$ cat src/common/flash_cmd_defines.vh
// constants for the wrap, power-down and identifier command block
`ifndef FLASH_CMD_DEFINES_VH
`define FLASH_CMD_DEFINES_VH
// ----------------------------------------
// opcodes
// ----------------------------------------
`define OPC_SET_WRAP 8'h77
`define OPC_DEEP_PD 8'hb9
`define OPC_RELEASE 8'hab
`define OPC_ID_X1 8'h90
`define OPC_ID_X2 8'h92
`define OPC_ID_X4 8'h94
// ----------------------------------------
// phase lengths
// ----------------------------------------
`define OPC_BITS 5'd8
`define ADDR_BITS 5'd24
`define WRAP_BITS 5'd8
`define DUMMY_CLK_X2 5'd4
`define DUMMY_CLK_X4 5'd6
// ----------------------------------------
// wrap byte fields and reset value
// ----------------------------------------
`define WRAP_DIS_POS 4
`define WRAP_LEN_HI 6
`define WRAP_LEN_LO 5
`define WRAP_CFG_RST 3'h1
// ----------------------------------------
// timing
// ----------------------------------------
`define CLK_MHZ 100
`define PD_ENTRY_NS 3000
`define REL_RECOV_NS 3000
`define ID_RECOV_NS 5000
`define PD_ENTRY_CYC (`PD_ENTRY_NS * `CLK_MHZ / 1000)
`define REL_RECOV_CYC ((`REL_RECOV_NS * `CLK_MHZ + 999) / 1000)
`define ID_RECOV_CYC ((`ID_RECOV_NS * `CLK_MHZ + 999) / 1000)
`endif

$ cat src/rtl/flash_cmd.v
// serial flash command block: burst wrap, deep power-down, identifier reads
`timescale 1ns/100ps
// ----------------------------------------
// Overview of operation
// - 77h, 24 dummy bits, wrap byte stored
// - only wrap byte bits 6..4 are kept
// - disable bit 0 enables 8/16/32/64 wrap
// - stored wrap applies to later quad reads
// - wrap disabled at reset and soft reset; a wrap byte ending in that cycle wins
// - wrapped read address stays inside section
// - B9h needs cs rise right after bit 8
// - power-down entered within entry time
// - in power-down only ABh is recognised
// - device starts out of power-down
// - ABh releases, new frames wait recovery time
// - ABh plus 3 dummies repeats device identifier
// - ABh ignored while write in progress
// - 90h, 24-bit address, identifiers out MSB first
// - address bit 0 selects order, codes alternate
// - 92h two lanes, four dummy clocks
// - 94h four lanes, six dummy clocks
// ----------------------------------------
`include "flash_cmd_defines.vh"
module flash_cmd #(
	parameter [7:0] MANUF_ID = 8'h5a, // arbitrary value
	parameter [7:0] DEVICE_ID = 8'h3c // arbitrary value
) (
	input wire clk_i,
	input wire resetn_i,
	input wire cs_n_i,
	input wire sclk_i,
	input wire [3:0] io_i,
	output reg [3:0] io_o,
	output reg [3:0] io_oe_o,
	input wire write_in_progress_flag_i,
	input wire soft_reset_i,
	input wire rd_load_i,
	input wire rd_next_i,
	input wire [23:0] rd_addr_i,
	output reg [23:0] rd_addr_o,
	output wire wrap_en_o,
	output wire [1:0] wrap_length_field_o,
	output reg powerdown_o,
	output wire busy_o
);
	localparam [5:0] S_OPC = 6'h01;
	localparam [5:0] S_ADR = 6'h02;
	localparam [5:0] S_DMY = 6'h04;
	localparam [5:0] S_WRP = 6'h08;
	localparam [5:0] S_OUT = 6'h10;
	localparam [5:0] S_IGN = 6'h20;
	localparam integer ENT_INT = `PD_ENTRY_CYC;
	localparam integer REL_INT = `REL_RECOV_CYC;
	localparam integer IDR_INT = `ID_RECOV_CYC;
	localparam [15:0] ENT_CYC = ENT_INT[15:0];
	localparam [15:0] REL_CYC = REL_INT[15:0];
	localparam [15:0] IDR_CYC = IDR_INT[15:0];

	// ----------------------------------------
	// pin synchronisers
	// ----------------------------------------
	reg [2:0] sclk_s_r;
	reg [2:0] cs_s_r;
	reg [3:0] io_s1_r;
	reg [3:0] io_s2_r;
	always @(posedge clk_i) begin
		if (!resetn_i) begin
			sclk_s_r <= 3'h0;
			cs_s_r <= 3'h7;
			io_s1_r <= 4'h0;
			io_s2_r <= 4'h0;
		end else begin
			sclk_s_r <= {sclk_s_r[1:0], sclk_i};
			cs_s_r <= {cs_s_r[1:0], cs_n_i};
			io_s1_r <= io_i;
			io_s2_r <= io_s1_r;
		end
	end
	wire cs_act = ~cs_s_r[1];
	wire cs_rise = cs_s_r[1] & ~cs_s_r[2];
	wire sck_rise = sclk_s_r[1] & ~sclk_s_r[2] & cs_act;
	wire sck_fall = ~sclk_s_r[1] & sclk_s_r[2] & cs_act;

	// ----------------------------------------
	// state
	// ----------------------------------------
	reg [5:0] st_r;
	reg [7:0] cmd_r;
	reg [2:0] wid_r;
	reg [4:0] cnt_r;
	reg [23:0] sh_r;
	reg exact8_r;
	reg id_order_r;
	reg sel_r;
	reg [7:0] osh_r;
	reg [3:0] ocnt_r;
	reg [2:0] wrap_cfg_r;
	reg ent_r;
	reg rec_r;
	reg frame_ign_r;
	reg [15:0] tmr_r;

	assign busy_o = ent_r | rec_r;
	assign wrap_en_o = ~wrap_cfg_r[0];
	assign wrap_length_field_o = wrap_cfg_r[2:1];

	// bits shifted in on this rising edge, by lane count
	reg [23:0] sh_nxt;
	reg [4:0] cnt_nxt;
	always @* begin
		case (wid_r)
			3'd4: sh_nxt = {sh_r[19:0], io_s2_r};
			3'd2: sh_nxt = {sh_r[21:0], io_s2_r[1:0]};
			default: sh_nxt = {sh_r[22:0], io_s2_r[0]};
		endcase
		cnt_nxt = cnt_r + {2'h0, wid_r};
	end

	// first identifier byte; order bit high puts the device code first
	wire [7:0] first_id = id_order_r ? DEVICE_ID : MANUF_ID;
	wire [7:0] first_id_nxt = sh_nxt[0] ? DEVICE_ID : MANUF_ID;

	// ----------------------------------------
	// instruction decoder
	// ----------------------------------------
	always @(posedge clk_i) begin
		if (!resetn_i) begin
			st_r <= S_OPC;
			cmd_r <= 8'h00;
			wid_r <= 3'd1;
			cnt_r <= 5'h0;
			sh_r <= 24'h0;
			exact8_r <= 1'b0;
			id_order_r <= 1'b0;
			sel_r <= 1'b0;
			osh_r <= 8'h00;
			ocnt_r <= 4'h0;
			wrap_cfg_r <= `WRAP_CFG_RST;
			io_o <= 4'h0;
			io_oe_o <= 4'h0;
			frame_ign_r <= 1'b0;
		end else begin
			if (soft_reset_i)
				wrap_cfg_r <= `WRAP_CFG_RST;
			if (!cs_act) begin
				// frame over or aborted early
				st_r <= S_OPC;
				wid_r <= 3'd1;
				cnt_r <= 5'h0;
				io_oe_o <= 4'h0;
				frame_ign_r <= busy_o;
				if (cs_rise)
					exact8_r <= 1'b0;
			end else if (sck_rise && !frame_ign_r) begin
				sh_r <= sh_nxt;
				cnt_r <= cnt_nxt;
				exact8_r <= 1'b0;
				case (st_r)
					S_OPC: begin
						if (cnt_nxt == `OPC_BITS) begin
							cmd_r <= sh_nxt[7:0];
							cnt_r <= 5'h0;
							exact8_r <= 1'b1;
							st_r <= S_IGN;
							if (powerdown_o && sh_nxt[7:0] != `OPC_RELEASE) begin
								st_r <= S_IGN;
							end else begin
								case (sh_nxt[7:0])
									`OPC_SET_WRAP: begin
										st_r <= S_ADR;
										wid_r <= 3'd4;
									end
									`OPC_RELEASE: begin
										if (!write_in_progress_flag_i)
											st_r <= S_ADR;
										else
											exact8_r <= 1'b0;
									end
									`OPC_ID_X1: st_r <= S_ADR;
									`OPC_ID_X2: begin
										st_r <= S_ADR;
										wid_r <= 3'd2;
									end
									`OPC_ID_X4: begin
										st_r <= S_ADR;
										wid_r <= 3'd4;
									end
									default: st_r <= S_IGN;
								endcase
							end
						end
					end
					S_ADR: begin
						if (cnt_nxt == `ADDR_BITS) begin
							cnt_r <= 5'h0;
							id_order_r <= sh_nxt[0];
							sel_r <= 1'b0;
							ocnt_r <= 4'h0;
							case (cmd_r)
								`OPC_SET_WRAP: st_r <= S_WRP;
								`OPC_RELEASE: begin
									st_r <= S_OUT;
									osh_r <= DEVICE_ID;
								end
								`OPC_ID_X1: begin
									st_r <= S_OUT;
									osh_r <= first_id_nxt;
								end
								default: st_r <= S_DMY;
							endcase
						end
					end
					S_DMY: begin
						// dummy clocks carry the mode byte, which is ignored
						cnt_r <= cnt_r + 5'h1;
						if (cnt_r + 5'h1 == ((cmd_r == `OPC_ID_X2) ?
							`DUMMY_CLK_X2 : `DUMMY_CLK_X4)) begin
							st_r <= S_OUT;
							osh_r <= first_id;
						end
					end
					S_WRP: begin
						if (cnt_nxt == `WRAP_BITS) begin
							wrap_cfg_r <= {sh_nxt[`WRAP_LEN_HI], sh_nxt[`WRAP_LEN_LO],
								sh_nxt[`WRAP_DIS_POS]};
							st_r <= S_IGN;
						end
					end
					S_OUT: st_r <= S_OUT;
					S_IGN: st_r <= S_IGN;
					default: st_r <= S_IGN;
				endcase
			end else if (sck_fall && st_r == S_OUT) begin
				// shift identifiers out MSB first on falling sclk
				case (wid_r)
					3'd4: begin
						io_o <= osh_r[7:4];
						io_oe_o <= 4'hf;
						osh_r <= {osh_r[3:0], 4'h0};
					end
					3'd2: begin
						io_o <= {2'h0, osh_r[7:6]};
						io_oe_o <= 4'h3;
						osh_r <= {osh_r[5:0], 2'h0};
					end
					default: begin
						io_o <= {2'h0, osh_r[7], 1'b0};
						io_oe_o <= 4'h2;
						osh_r <= {osh_r[6:0], 1'b0};
					end
				endcase
				ocnt_r <= ocnt_r + {1'b0, wid_r};
				if (ocnt_r + {1'b0, wid_r} == 4'h8) begin
					ocnt_r <= 4'h0;
					sel_r <= ~sel_r;
					if (cmd_r == `OPC_RELEASE)
						osh_r <= DEVICE_ID;
					else
						osh_r <= (sel_r ^ id_order_r) ? MANUF_ID : DEVICE_ID;
				end
			end
		end
	end

	// ----------------------------------------
	// power-down entry and release timing
	// ----------------------------------------
	wire dp_go = cs_rise && exact8_r && cmd_r == `OPC_DEEP_PD && !powerdown_o;
	wire rel_go = cs_rise && powerdown_o && cmd_r == `OPC_RELEASE &&
		(exact8_r || st_r == S_OUT);
	always @(posedge clk_i) begin
		if (!resetn_i) begin
			powerdown_o <= 1'b0;
			ent_r <= 1'b0;
			rec_r <= 1'b0;
			tmr_r <= 16'h0;
		end else if (dp_go && !busy_o) begin
			ent_r <= 1'b1;
			tmr_r <= ENT_CYC;
		end else if (rel_go && !busy_o) begin
			powerdown_o <= 1'b0;
			rec_r <= 1'b1;
			tmr_r <= exact8_r ? REL_CYC : IDR_CYC;
		end else if (busy_o) begin
			tmr_r <= tmr_r - 16'h1;
			if (tmr_r <= 16'h1) begin
				ent_r <= 1'b0;
				rec_r <= 1'b0;
				if (ent_r)
					powerdown_o <= 1'b1;
			end
		end
	end

	// ----------------------------------------
	// quad read address stepping with wrap
	// ----------------------------------------
	wire [7:0] wrap_mask = (8'h08 << wrap_cfg_r[2:1]) - 8'h01;
	wire [7:0] lo_inc = rd_addr_o[7:0] + 8'h01;
	always @(posedge clk_i) begin
		if (!resetn_i) begin
			rd_addr_o <= 24'h0;
		end else if (rd_load_i) begin
			rd_addr_o <= rd_addr_i;
		end else if (rd_next_i) begin
			if (wrap_en_o)
				rd_addr_o[7:0] <= (rd_addr_o[7:0] & ~wrap_mask) | (lo_inc & wrap_mask);
			else
				rd_addr_o <= rd_addr_o + 24'h1;
		end
	end
endmodule // flash_cmd

$ cat config.mk
export PLATFORM = sky130hd
export DESIGN_NAME = flash_cmd
export DESIGN_NICKNAME = d
export VERILOG_FILES = /design/src/rtl/flash_cmd.v
export VERILOG_INCLUDE_DIRS = /design/src /design/src/common
export SDC_FILE = /design/constraint.sdc
export NUM_CORES = 1
export LEC_CHECK = 0
export BUFFER_PORTS_ARGS = -buffer_cell sky130_fd_sc_hd__buf_2
export CAP_MARGIN = 30
export CORE_AREA = 10 10 110 112
export DETAILED_ROUTE_END_ITERATION = 7
export DIE_AREA = 0 0 120 122
export GPL_TIMING_DRIVEN = 0
export PLACE_DENSITY = 0.85
export SETUP_SLACK_MARGIN = 0.5
export SLEW_MARGIN = 20
export SYNTH_ARGS = -nofsm -noshare
export SYNTH_HDL_FRONTEND = slang
export SYNTH_SLANG_ARGS = --single-unit
export TNS_END_PERCENT = 5
$ cat constraint.sdc
create_clock -name clk_i -period 4.4 [get_ports clk_i]
set_input_delay 0.44 -clock clk_i [delete_from_list [all_inputs] [get_ports clk_i]]
set_output_delay 0.44 -clock clk_i [all_outputs]
set_load 0.1 [all_outputs]
==> out/qor.txt, run 1 <==
status: completed
CP bufs+invs: 3
worst setup path startpoint: wid_r[1]
vias per cell: 6.045
Residual DRC: 0
post-layout min period: 3.625 ns
sequential fraction of the synthesis area: 0.3845
CP max stage delay: 0.54 ns
Final GP Congestion: 0.8667
CTS Buf Count: 9
Avg Synthesized Cell Area: 8.049 um^2
most frequent cells in the layout: dfxtp_1 (111), nand2_1 (84), buf_2 (75)
vias in the first global route: 5563
Switch Pwr: 0.0005564 W
CTS Sinks: 111
initial antenna violation count: 0
H-tree levels: 3
maximum clock insertion buffer count: 2
Worst Clk Skew: 0.01459 ns
Synth Instances: 718
Power, Total: 0.001956 W
DRT iter0 DRCs: 441
Synth async-reset ratio: 0
R2R Path Start: wid_r[1]
die area: 0.01464 mm^2
Worst slew margin: 0.4558
Crit. End Element: flip-flop
Tot GR Track Use: 0.2090
fin nets: 850
fin crit share: 0.8238
multi-input logic area: 0.003299 mm^2
Cell Pwr Density: 299.0 mW/mm^2
Seq. cell area: 0.002222 mm^2
grt ovf: 0
internal power: 0.001399 W
type of origin of the critical path: flip-flop
DP Wirelength: 11860 um
RSZ-0062 raised after global routing: false
clock root cell: clkbuf_8
pre-CTS setup slack: 0.7471 ns
fillers: 855
commonest non-fill, non-tap cell in the layout: dfxtp_1
Hold Vio Cnt, Final: 0
hold buffers post-CTS: 0
Resized cells post-CTS: 0
first-pass GRT wire length: 25710 um
clock insertion delay at the later pin of the skew report: 0.38 ns
Hold Path Class: input pin to flip-flop
clock network power share: 0.357
I/O pin count: 73
total setup buffers inserted after CTS: 0
DRT Wirelength: 15870 um
diode count: 0
CTS clock-pin slew for the worst setup and hold paths: 0.11 ns
register bit total from synthesis: 111
fmax: 275.9 MHz
yosys warns: 0
synth unique cells: 67
Syn Nets: 767
dpl cells: 924
setup ws final: 0.7752 ns
top cells by area, synth: dfxtp_1 (38%), a21oi_1 (6.1%), nand2_1 (5.5%), nor2_1 (4.8%), o21ai_0 (2.7%)
CP top delay family: compound AO/OA/AOI/OAI gates
combinational share of power: 0.109
setup TNS: 0 ns
Final ANT Viol Nets: 0
area of the core: 0.01005 mm^2
die extent in y: 122 um
routed vias: 5694
CP required: 4.68 ns
Post-Syn Area: 0.005779 mm^2
peak supply drop: 0.0002363 V
Post-synth top flop: dfxtp_1
Hold Crit Start: cs_n_i
port buffer count: 70
crit-path max FO: 10
Sequential Power Share: 0.534
Max Cap Violations: 0
Die Span X: 120 um
Slew @ Worst Pin: 0.8077 ns
Initial Util: 0.5753
share of post-route cells with drive strength above 1: 0.1514
first drt pass iteration count: 5
Post-synth EDFFs: 0
switching share of power: 0.2845
Finished Layout Cells: 942
Critical Path AT: 3.91 ns
CP cell instances: buf_2 -> inv_1 -> fa_1 -> xnor2_1 -> nor3b_1 -> mux2i_2 -> o21bai_1 -> a31oi_1 -> clkbuf_1 -> nand3_1 -> o41ai_1
Crit-path slowest cell: a31oi_1
wire per inst: 16.85 um
CTS tree: built
Lkg Pwr: 2.544 nW
kind of critical path: flip-flop to flip-flop
post-synth top area share: 0.3845
largest net degree at the start of global routing: 20
Hold Worst Slack: 0.2332 ns
Syn-to-layout area delta: 13.18%
FP Rows: 37
largest area contributor in the netlist: dfxtp_1
Final setup viols: 0
final slew viol count: 0
-- stage by stage --
stage	util	area, um^2
5_1_grt	0.6511	6541
2_1_floorplan	-	5779
3_5_place_dp	0.6271	6300
3_3_place_gp	0.6271	6300
4_1_cts	0.6495	6525
6_report	0.6511	6541
-- synth_stat cells, types with 5 or more instances --
cell type  count
dfxtp_1      111
nand2_1       84
nor2_1        74
a21oi_1       70
o21ai_0       31
clkbuf_1      28
nand3_1       27
inv_1         21
nor3_1        18
xnor2_1       17
xor2_1        15
and2_1        14
mux2i_1       14
nor4_1        13
ha_1          11
nand2b_1      11
a211oi_1      10
and3_1        10
o22ai_1       10
nand4_1        7
nor2b_1        7
o31ai_1        7
or3_1          7
a21o_1         6
a311oi_1       5
a31oi_1        5
buf_2          5
-- power by group through the flow --
stage	clock, W	sequential [W]	combinational (W)
2_1_floorplan	0	0.00117	0.0000551
3_3_place_gp	0	0.00106	0.000208
3_5_place_dp	0	0.00107	0.000212
4_1_cts	0.000705	0.00104	0.000212
5_1_grt	0.000738	0.00105	0.000224
6_report	0.000699	0.00104	0.000213
-- cells by family after synthesis --
kind of cell	synth area share
simple gates	0.2609
compound gates	0.2011
flops	0.3845
buf+inv	0.04525
xor+xnor	0.05131
mux	0.02620
fa+ha+maj	0.03074
-- layout make-up --
| cell class | count | share of cell area |
|---|---|---|
| clock inverters | 7 | 0.01549 |
| repair buffers | 72 | 0.05547 |
| flip-flops and latches | 111 | 0.3397 |
| well taps | 136 | 0.02601 |
| inverters | 23 | 0.01320 |
| clock buffers | 9 | 0.01894 |
| plain buffers | 38 | 0.02678 |
| multi-input cells | 546 | 0.5044 |
-- state kept, by name, indices dropped and copies added (netlist names), 3 cells and up, named ones only --
register	flops
wrap_cfg_r	3
sclk_s_r	3
st_r	6
io_oe_o	3
ocnt_r	4
cmd_r	8
cs_s_r	3
tmr_r	16
io_o	4
io_s1_r	4
sh_r	7
wid_r	3
cnt_r	5
io_s2_r	4
osh_r	7
rd_addr_o	19
-- worst paths after layout --
path | end | slack (ns) | depth (start not counted)
setup / recovery | osh_r[7] | 0.78 | 11
hold reg to reg | cs_s_r[1] | 0.44 | 1
hold / removal | cs_s_r[0] | 0.23 | 2
setup reg to reg | osh_r[7] | 0.78 | 11
-- per-layer routing --
metal,track usage,vias to the layer above,wire (um)
met1,0.2374,2660,6461
met4,0.09729,0,521
met5,0,-,0
li1,-,2738,-
met2,0.3618,237,7842
met3,0.05412,59,1044
Note: power is estimated with default switching activity, not from simulation.
==> run 2: changes to the inputs <==
- ABC_AREA: unset -> 1
- CORE_AREA: 10 10 110 112 -> 10 10 116 118
- DIE_AREA: 0 0 120 122 -> 0 0 126 128
- PLACE_DENSITY: 0.85 -> 0.84
- clock period: 4.4 -> 3.6 ns (I/O delays scaled with it)
==> out/qor.txt, run 2 <==
status: completed
grt ovf: 0
DRT Wirelength: 17770 um
fin crit share: 0.7708
die extent in y: 128 um
post-synth top area share: 0.3478
max reg flops: 19
top flop regs: rd_addr_o x19, tmr_r x16, cmd_r x8
post-layout min period: 2.775 ns
kind of critical path: flip-flop to flip-flop
Lkg Pwr: 3.490 nW
sequential fraction of the synthesis area: 0.3478
vias per cell: 5.618
Critical Path AT: 3.00 ns
Final GP Congestion: 1.004
yosys warns: 0
Finished Layout Cells: 1193
Largest Register: rd_addr_o
routed vias: 6702
CP max stage delay: 0.49 ns
top cells by area, synth: dfxtp_1 (35%), nand2_1 (13%), inv_1 (7.5%), nor2_1 (6.9%), a21oi_1 (5.9%)
register bit total from synthesis: 111
clock network power share: 0.380
fmax: 360.4 MHz
maximum clock insertion buffer count: 2
pre-CTS setup slack: 0.8420 ns
wire per inst: 14.90 um
clock insertion delay at the later pin of the skew report: 0.37 ns
first drt pass iteration count: 6
Sequential Power Share: 0.498
total setup buffers inserted after CTS: 0
vias in the first global route: 6317
Post-Syn Area: 0.006390 mm^2
type of origin of the critical path: flip-flop
Tot GR Track Use: 0.2182
Initial Util: 0.5693
Avg Synthesized Cell Area: 6.635 um^2
Slew @ Worst Pin: 0.7165 ns
CTS Sinks: 111
hold buffers post-CTS: 0
Hold Path Class: input pin to flip-flop
CP dominant cell by count: nand2_1
diode count: 0
fillers: 1041
switching share of power: 0.2992
first-pass GRT wire length: 29770 um
Syn Nets: 1012
fin nets: 1094
area of the core: 0.01122 mm^2
Worst slew margin: 0.5223
DRT iter0 DRCs: 592
die area: 0.01613 mm^2
Post-Route Utilization: 0.6419
Worst Clk Skew: 0.009934 ns
CP cell instances: buf_6 -> inv_1 -> fa_1 -> nand3b_1 -> nand2_1 -> nand2_1 -> nand2_1 -> nand3_1 -> or2_2 -> nor2_1 -> inv_1 -> o21ai_0 -> o211ai_1
Crit-path slowest cell: dfxtp_1
final slew viol count: 0
Post-synth top cells: nand2_1 (215), inv_1 (127), nor2_1 (118), dfxtp_1 (111), a21oi_1 (75)
CTS clock-pin slew for the worst setup and hold paths: 0.08 ns
largest area contributor in the netlist: dfxtp_1
initial antenna violation count: 0
FP Rows: 39
Crit. End Element: flip-flop
combinational share of power: 0.122
CP required: 3.83 ns
Die Span X: 126 um
Max Cap Violations: 0
CTS tree: built
DP Wirelength: 13470 um
most common cell in the netlist: nand2_1
port buffer count: 71
Synth Instances: 963
RSZ-0062 raised after global routing: false
Resized cells post-CTS: 0
Switch Pwr: 0.0007730 W
setup TNS: 0 ns
crit-path max FO: 8
largest net degree at the start of global routing: 20
CP top delay family: simple AND/OR/NAND/NOR gates
CP bufs+invs: 3
Residual DRC: 0
I/O pin count: 73
commonest non-fill, non-tap cell in the layout: nand2_1
internal power: 0.001811 W
synth unique cells: 46
H-tree levels: 3
Syn-to-layout area delta: 12.75%
Hold Vio Cnt, Final: 0
share of post-route cells with drive strength above 1: 0.1314
Post-synth top flop: dfxtp_1
peak supply drop: 0.0004186 V
Final setup viols: 0
Synth async-reset ratio: 0
CTS Buf Count: 9
Final ANT Viol Nets: 0
clock root cell: clkbuf_16
Power, Total: 0.002584 W
setup ws final: 0.8251 ns
Post-synth EDFFs: 0
dpl cells: 1177
most frequent cells in the layout: nand2_1 (215), inv_1 (127), nor2_1 (118)
Cell Pwr Density: 358.6 mW/mm^2
[run 2: kinds of logic (layout without fill, tap and decap cells)]
family | after synthesis | in the layout | share of synthesized area
adders and majority gates | 13 | 13 | 0.02780
and+or+nand+nor | 480 | 480 | 0.3368
buffers and inverters | 159 | 246 | 0.1001
xor gates and xnor gates | 16 | 16 | 0.02193
DFF | 111 | 111 | 0.3478
AOI/OAI and AO/OA | 184 | 184 | 0.1657
[run 2: stage by stage]
| stage | cell area (um^2) | hold WS [ns] |
|---|---|---|
| after floorplan | 6390 | 0.3905 |
| after global placement | 6924 | 0.3936 |
| after global routing | 7204 | 0.1798 |
| final | 7204 | 0.1692 |
| after CTS | 7204 | 0.1649 |
| after detailed placement | 6924 | 0.3989 |
[run 2: area by class of cell]
type                            count  area, um^2  share of cell area
Inverter                          131       491.7             0.06825
Clock inverter                      5       47.55            0.006600
Clock buffer                       11       232.7             0.03230
Timing Repair Buffer               71       355.3             0.04932
Tap cell                          143       178.9             0.02484
Buffer                             28       147.6             0.02049
Multi-Input combinational cell    693        3528              0.4898
Sequential cell                   111        2222              0.3084
[run 2: path summary, 6_finish.rpt]
kind         slack, ns  depth (start not counted)            end  startpoint
max               0.83                         13  wrap_cfg_r[0]    wid_r[1]
min               0.17                          3     io_s1_r[1]     io_i[1]
max reg2reg       0.83                         13  wrap_cfg_r[0]    wid_r[1]
min reg2reg       0.41                          2     io_s2_r[0]  io_s1_r[0]
[run 2: power groups by stage]
stage | registers [W] | clock network (W) | logic [W]
after floorplan | 0.00144 | 0 | 0.000102
after global routing | 0.00129 | 0.00103 | 0.000336
after detailed placement | 0.00131 | 0 | 0.000313
after global placement | 0.00131 | 0 | 0.000310
final | 0.00129 | 0.000983 | 0.000315
after CTS | 0.00128 | 0.000992 | 0.000314
[run 2: worst min-delay path: cells and delay by family]
kind | cells | cell delay, ns
simple gates | 1 | 0.04
buf+inv | 2 | 0.11
[run 2: routing by layer]
metal | track usage | wire (um) | part of all wire | vias up
met3 | 0.05459 | 1505 | 0.085 | 35
met5 | 0 | 0 | 0 | -
met4 | 0.06899 | 359 | 0.020 | 0
met2 | 0.3670 | 8341 | 0.47 | 277
met1 | 0.2679 | 7567 | 0.43 | 3055
li1 | - | - | - | 3335
==> run 3: changes to the inputs <==
- clock period: 3.6 -> 2.8 ns (I/O delays scaled with it)
==> out/qor.txt, run 3 (same netlist as run 2, synthesis figures left out) <==
area of the core: 0.01122 mm^2
Initial Util: 0.5693
die area: 0.01613 mm^2
Hold Path Class: input pin to flip-flop
CTS Buf Count: 9
Final ANT Viol Nets: 0
CP cell instances: ha_4 -> inv_1 -> fa_2 -> nand2_1 -> nor2_2 -> nand2_2 -> o21ai_4 -> buf_6 -> nand4_1 -> buf_6 -> o21ai_0 -> a21oi_1
initial antenna violation count: 1
Sequential Power Share: 0.475
clock insertion delay at the later pin of the skew report: 0.36 ns
switching share of power: 0.2768
first drt pass iteration count: 6
hold path cells: 3
H-tree levels: 3
Largest Register: rd_addr_o
Slew @ Worst Pin: 0.7401 ns
Worst path depth: 12
setup TNS: 0 ns
share of post-route cells with drive strength above 1: 0.1745
commonest non-fill, non-tap cell in the layout: nand2_1
Worst slew margin: 0.5066
Switch Pwr: 0.0009629 W
Crit-path slowest cell: fa_2
hold buffers post-CTS: 0
clock root cell: clkbuf_16
CTS tree: built
first-pass GRT wire length: 29880 um
peak supply drop: 0.0004211 V
port buffer count: 71
CTS clock-pin slew for the worst setup and hold paths: 0.07 ns
reg2reg path depth: 12
Critical Path AT: 2.56 ns
most frequent cells in the layout: nand2_1 (208), inv_1 (125), nor2_1 (113)
internal power: 0.002516 W
grt ovf: 0
CTS Sinks: 111
die extent in y: 128 um
CP required: 3.05 ns
fin nets: 1110
Die Span X: 126 um
Crit. End Element: flip-flop
fmax: 433.7 MHz
Final GP Congestion: 0.9949
DRT Wirelength: 18700 um
DRT iter0 DRCs: 768
FP Rows: 39
crit-path max FO: 7
wire per inst: 15.45 um
Final setup viols: 0
I/O pin count: 73
Syn-to-layout area delta: 18.21%
Power, Total: 0.003479 W
status: completed
DP Wirelength: 13390 um
top flop regs: rd_addr_o x19, tmr_r x16, cmd_r x8
CP top delay family: adder cells
kind of critical path: flip-flop to flip-flop
Cell Pwr Density: 460.5 mW/mm^2
clock network power share: 0.408
CP max stage delay: 0.52 ns
Residual DRC: 0
type of origin of the critical path: flip-flop
maximum clock insertion buffer count: 2
vias in the first global route: 6322
combinational share of power: 0.117
Worst Clk Skew: 0.009975 ns
routed vias: 7013
CP dominant cell by count: buf_6
Max Cap Violations: 0
final slew viol count: 0
max reg flops: 19
Hold Vio Cnt, Final: 0
CP bufs+invs: 3
largest net degree at the start of global routing: 19
RSZ-0062 raised after global routing: true
post-layout min period: 2.306 ns
Lkg Pwr: 3.606 nW
vias per cell: 5.796
Tot GR Track Use: 0.2194
fin crit share: 0.8235
## run 3: cell count changes in the layout (fill, tap and decap cells not counted), moves of 3 or more
cell and delta:
buf_4 +12, dfxtp_1 -8, dfxtp_2 +4, dfxtp_4 +4
nand2_1 -7, nand2_2 +4, nand2_4 +3, nand3_1 -3
nor2_1 -5, nor2_4 +3
## run 3: final timing paths
kind,startpoint,end,slack [ns]
worst max-delay path,cnt_r[0],st_r[3],0.49
worst min-delay path,io_i[1],io_s1_r[1],0.1
worst max register to register,cnt_r[0],st_r[3],0.49
worst min register to register,io_s1_r[3],io_s2_r[3],0.41
## run 3: cell type report
cell class              count  area, um^2
fillers                   998        3670
inverters                 131       494.2
flip-flops and latches    111        2242
clock inverters             6       90.09
plain buffers              28       155.1
diodes                      1       2.502
clock buffers              10       239.0
multi-input cells         693        3671
well taps                 143       178.9
repair buffers             87       480.5
## run 3: metrics by stage
step             util  hold slack (ns)  area [um^2]  std cells  setup WS (ns)
2_1_floorplan       -           0.3776         6395        963         0.4918
3_3_place_gp   0.6174           0.3934         6929       1177        0.08240
3_5_place_dp   0.6174           0.3977         6929       1177        0.04555
4_1_cts        0.6588          0.09637         7393       1200         0.4604
5_1_grt        0.6730           0.1089         7553       1210         0.3800
6_report       0.6730          0.09979         7553       1210         0.4941
## run 3: repair_timing
action,4_1_cts,5_1_grt
setup endpoints to repair,36,37
gates resized for setup,28,21
cloned,0,1
setup buffers,7,8
endpoints found under the hold margin,0,0
pin swaps,6,8
## run 3: layer usage
layer	up-vias	routed length, um	track usage
met5	-	0	0
met4	0	644	0.1052
met3	58	1606	0.03929
met2	367	8568	0.3545
met1	3221	7876	0.2771
li1	3367	-	-
## run 3: worst min-delay path: stages
cell	delay, ns
buf_2	0.08
nand2_1	0.04
inv_1	0.04
## run 3: power by group through the flow
stage	Clock, W	Combinational, W	Sequential [W]
3_5_place_dp	0	0.000402	0.00169
5_1_grt	0.00150	0.000435	0.00166
6_report	0.00142	0.000408	0.00165
2_1_floorplan	0	0.000131	0.00186
3_3_place_gp	0	0.000399	0.00169
4_1_cts	0.00144	0.000404	0.00165
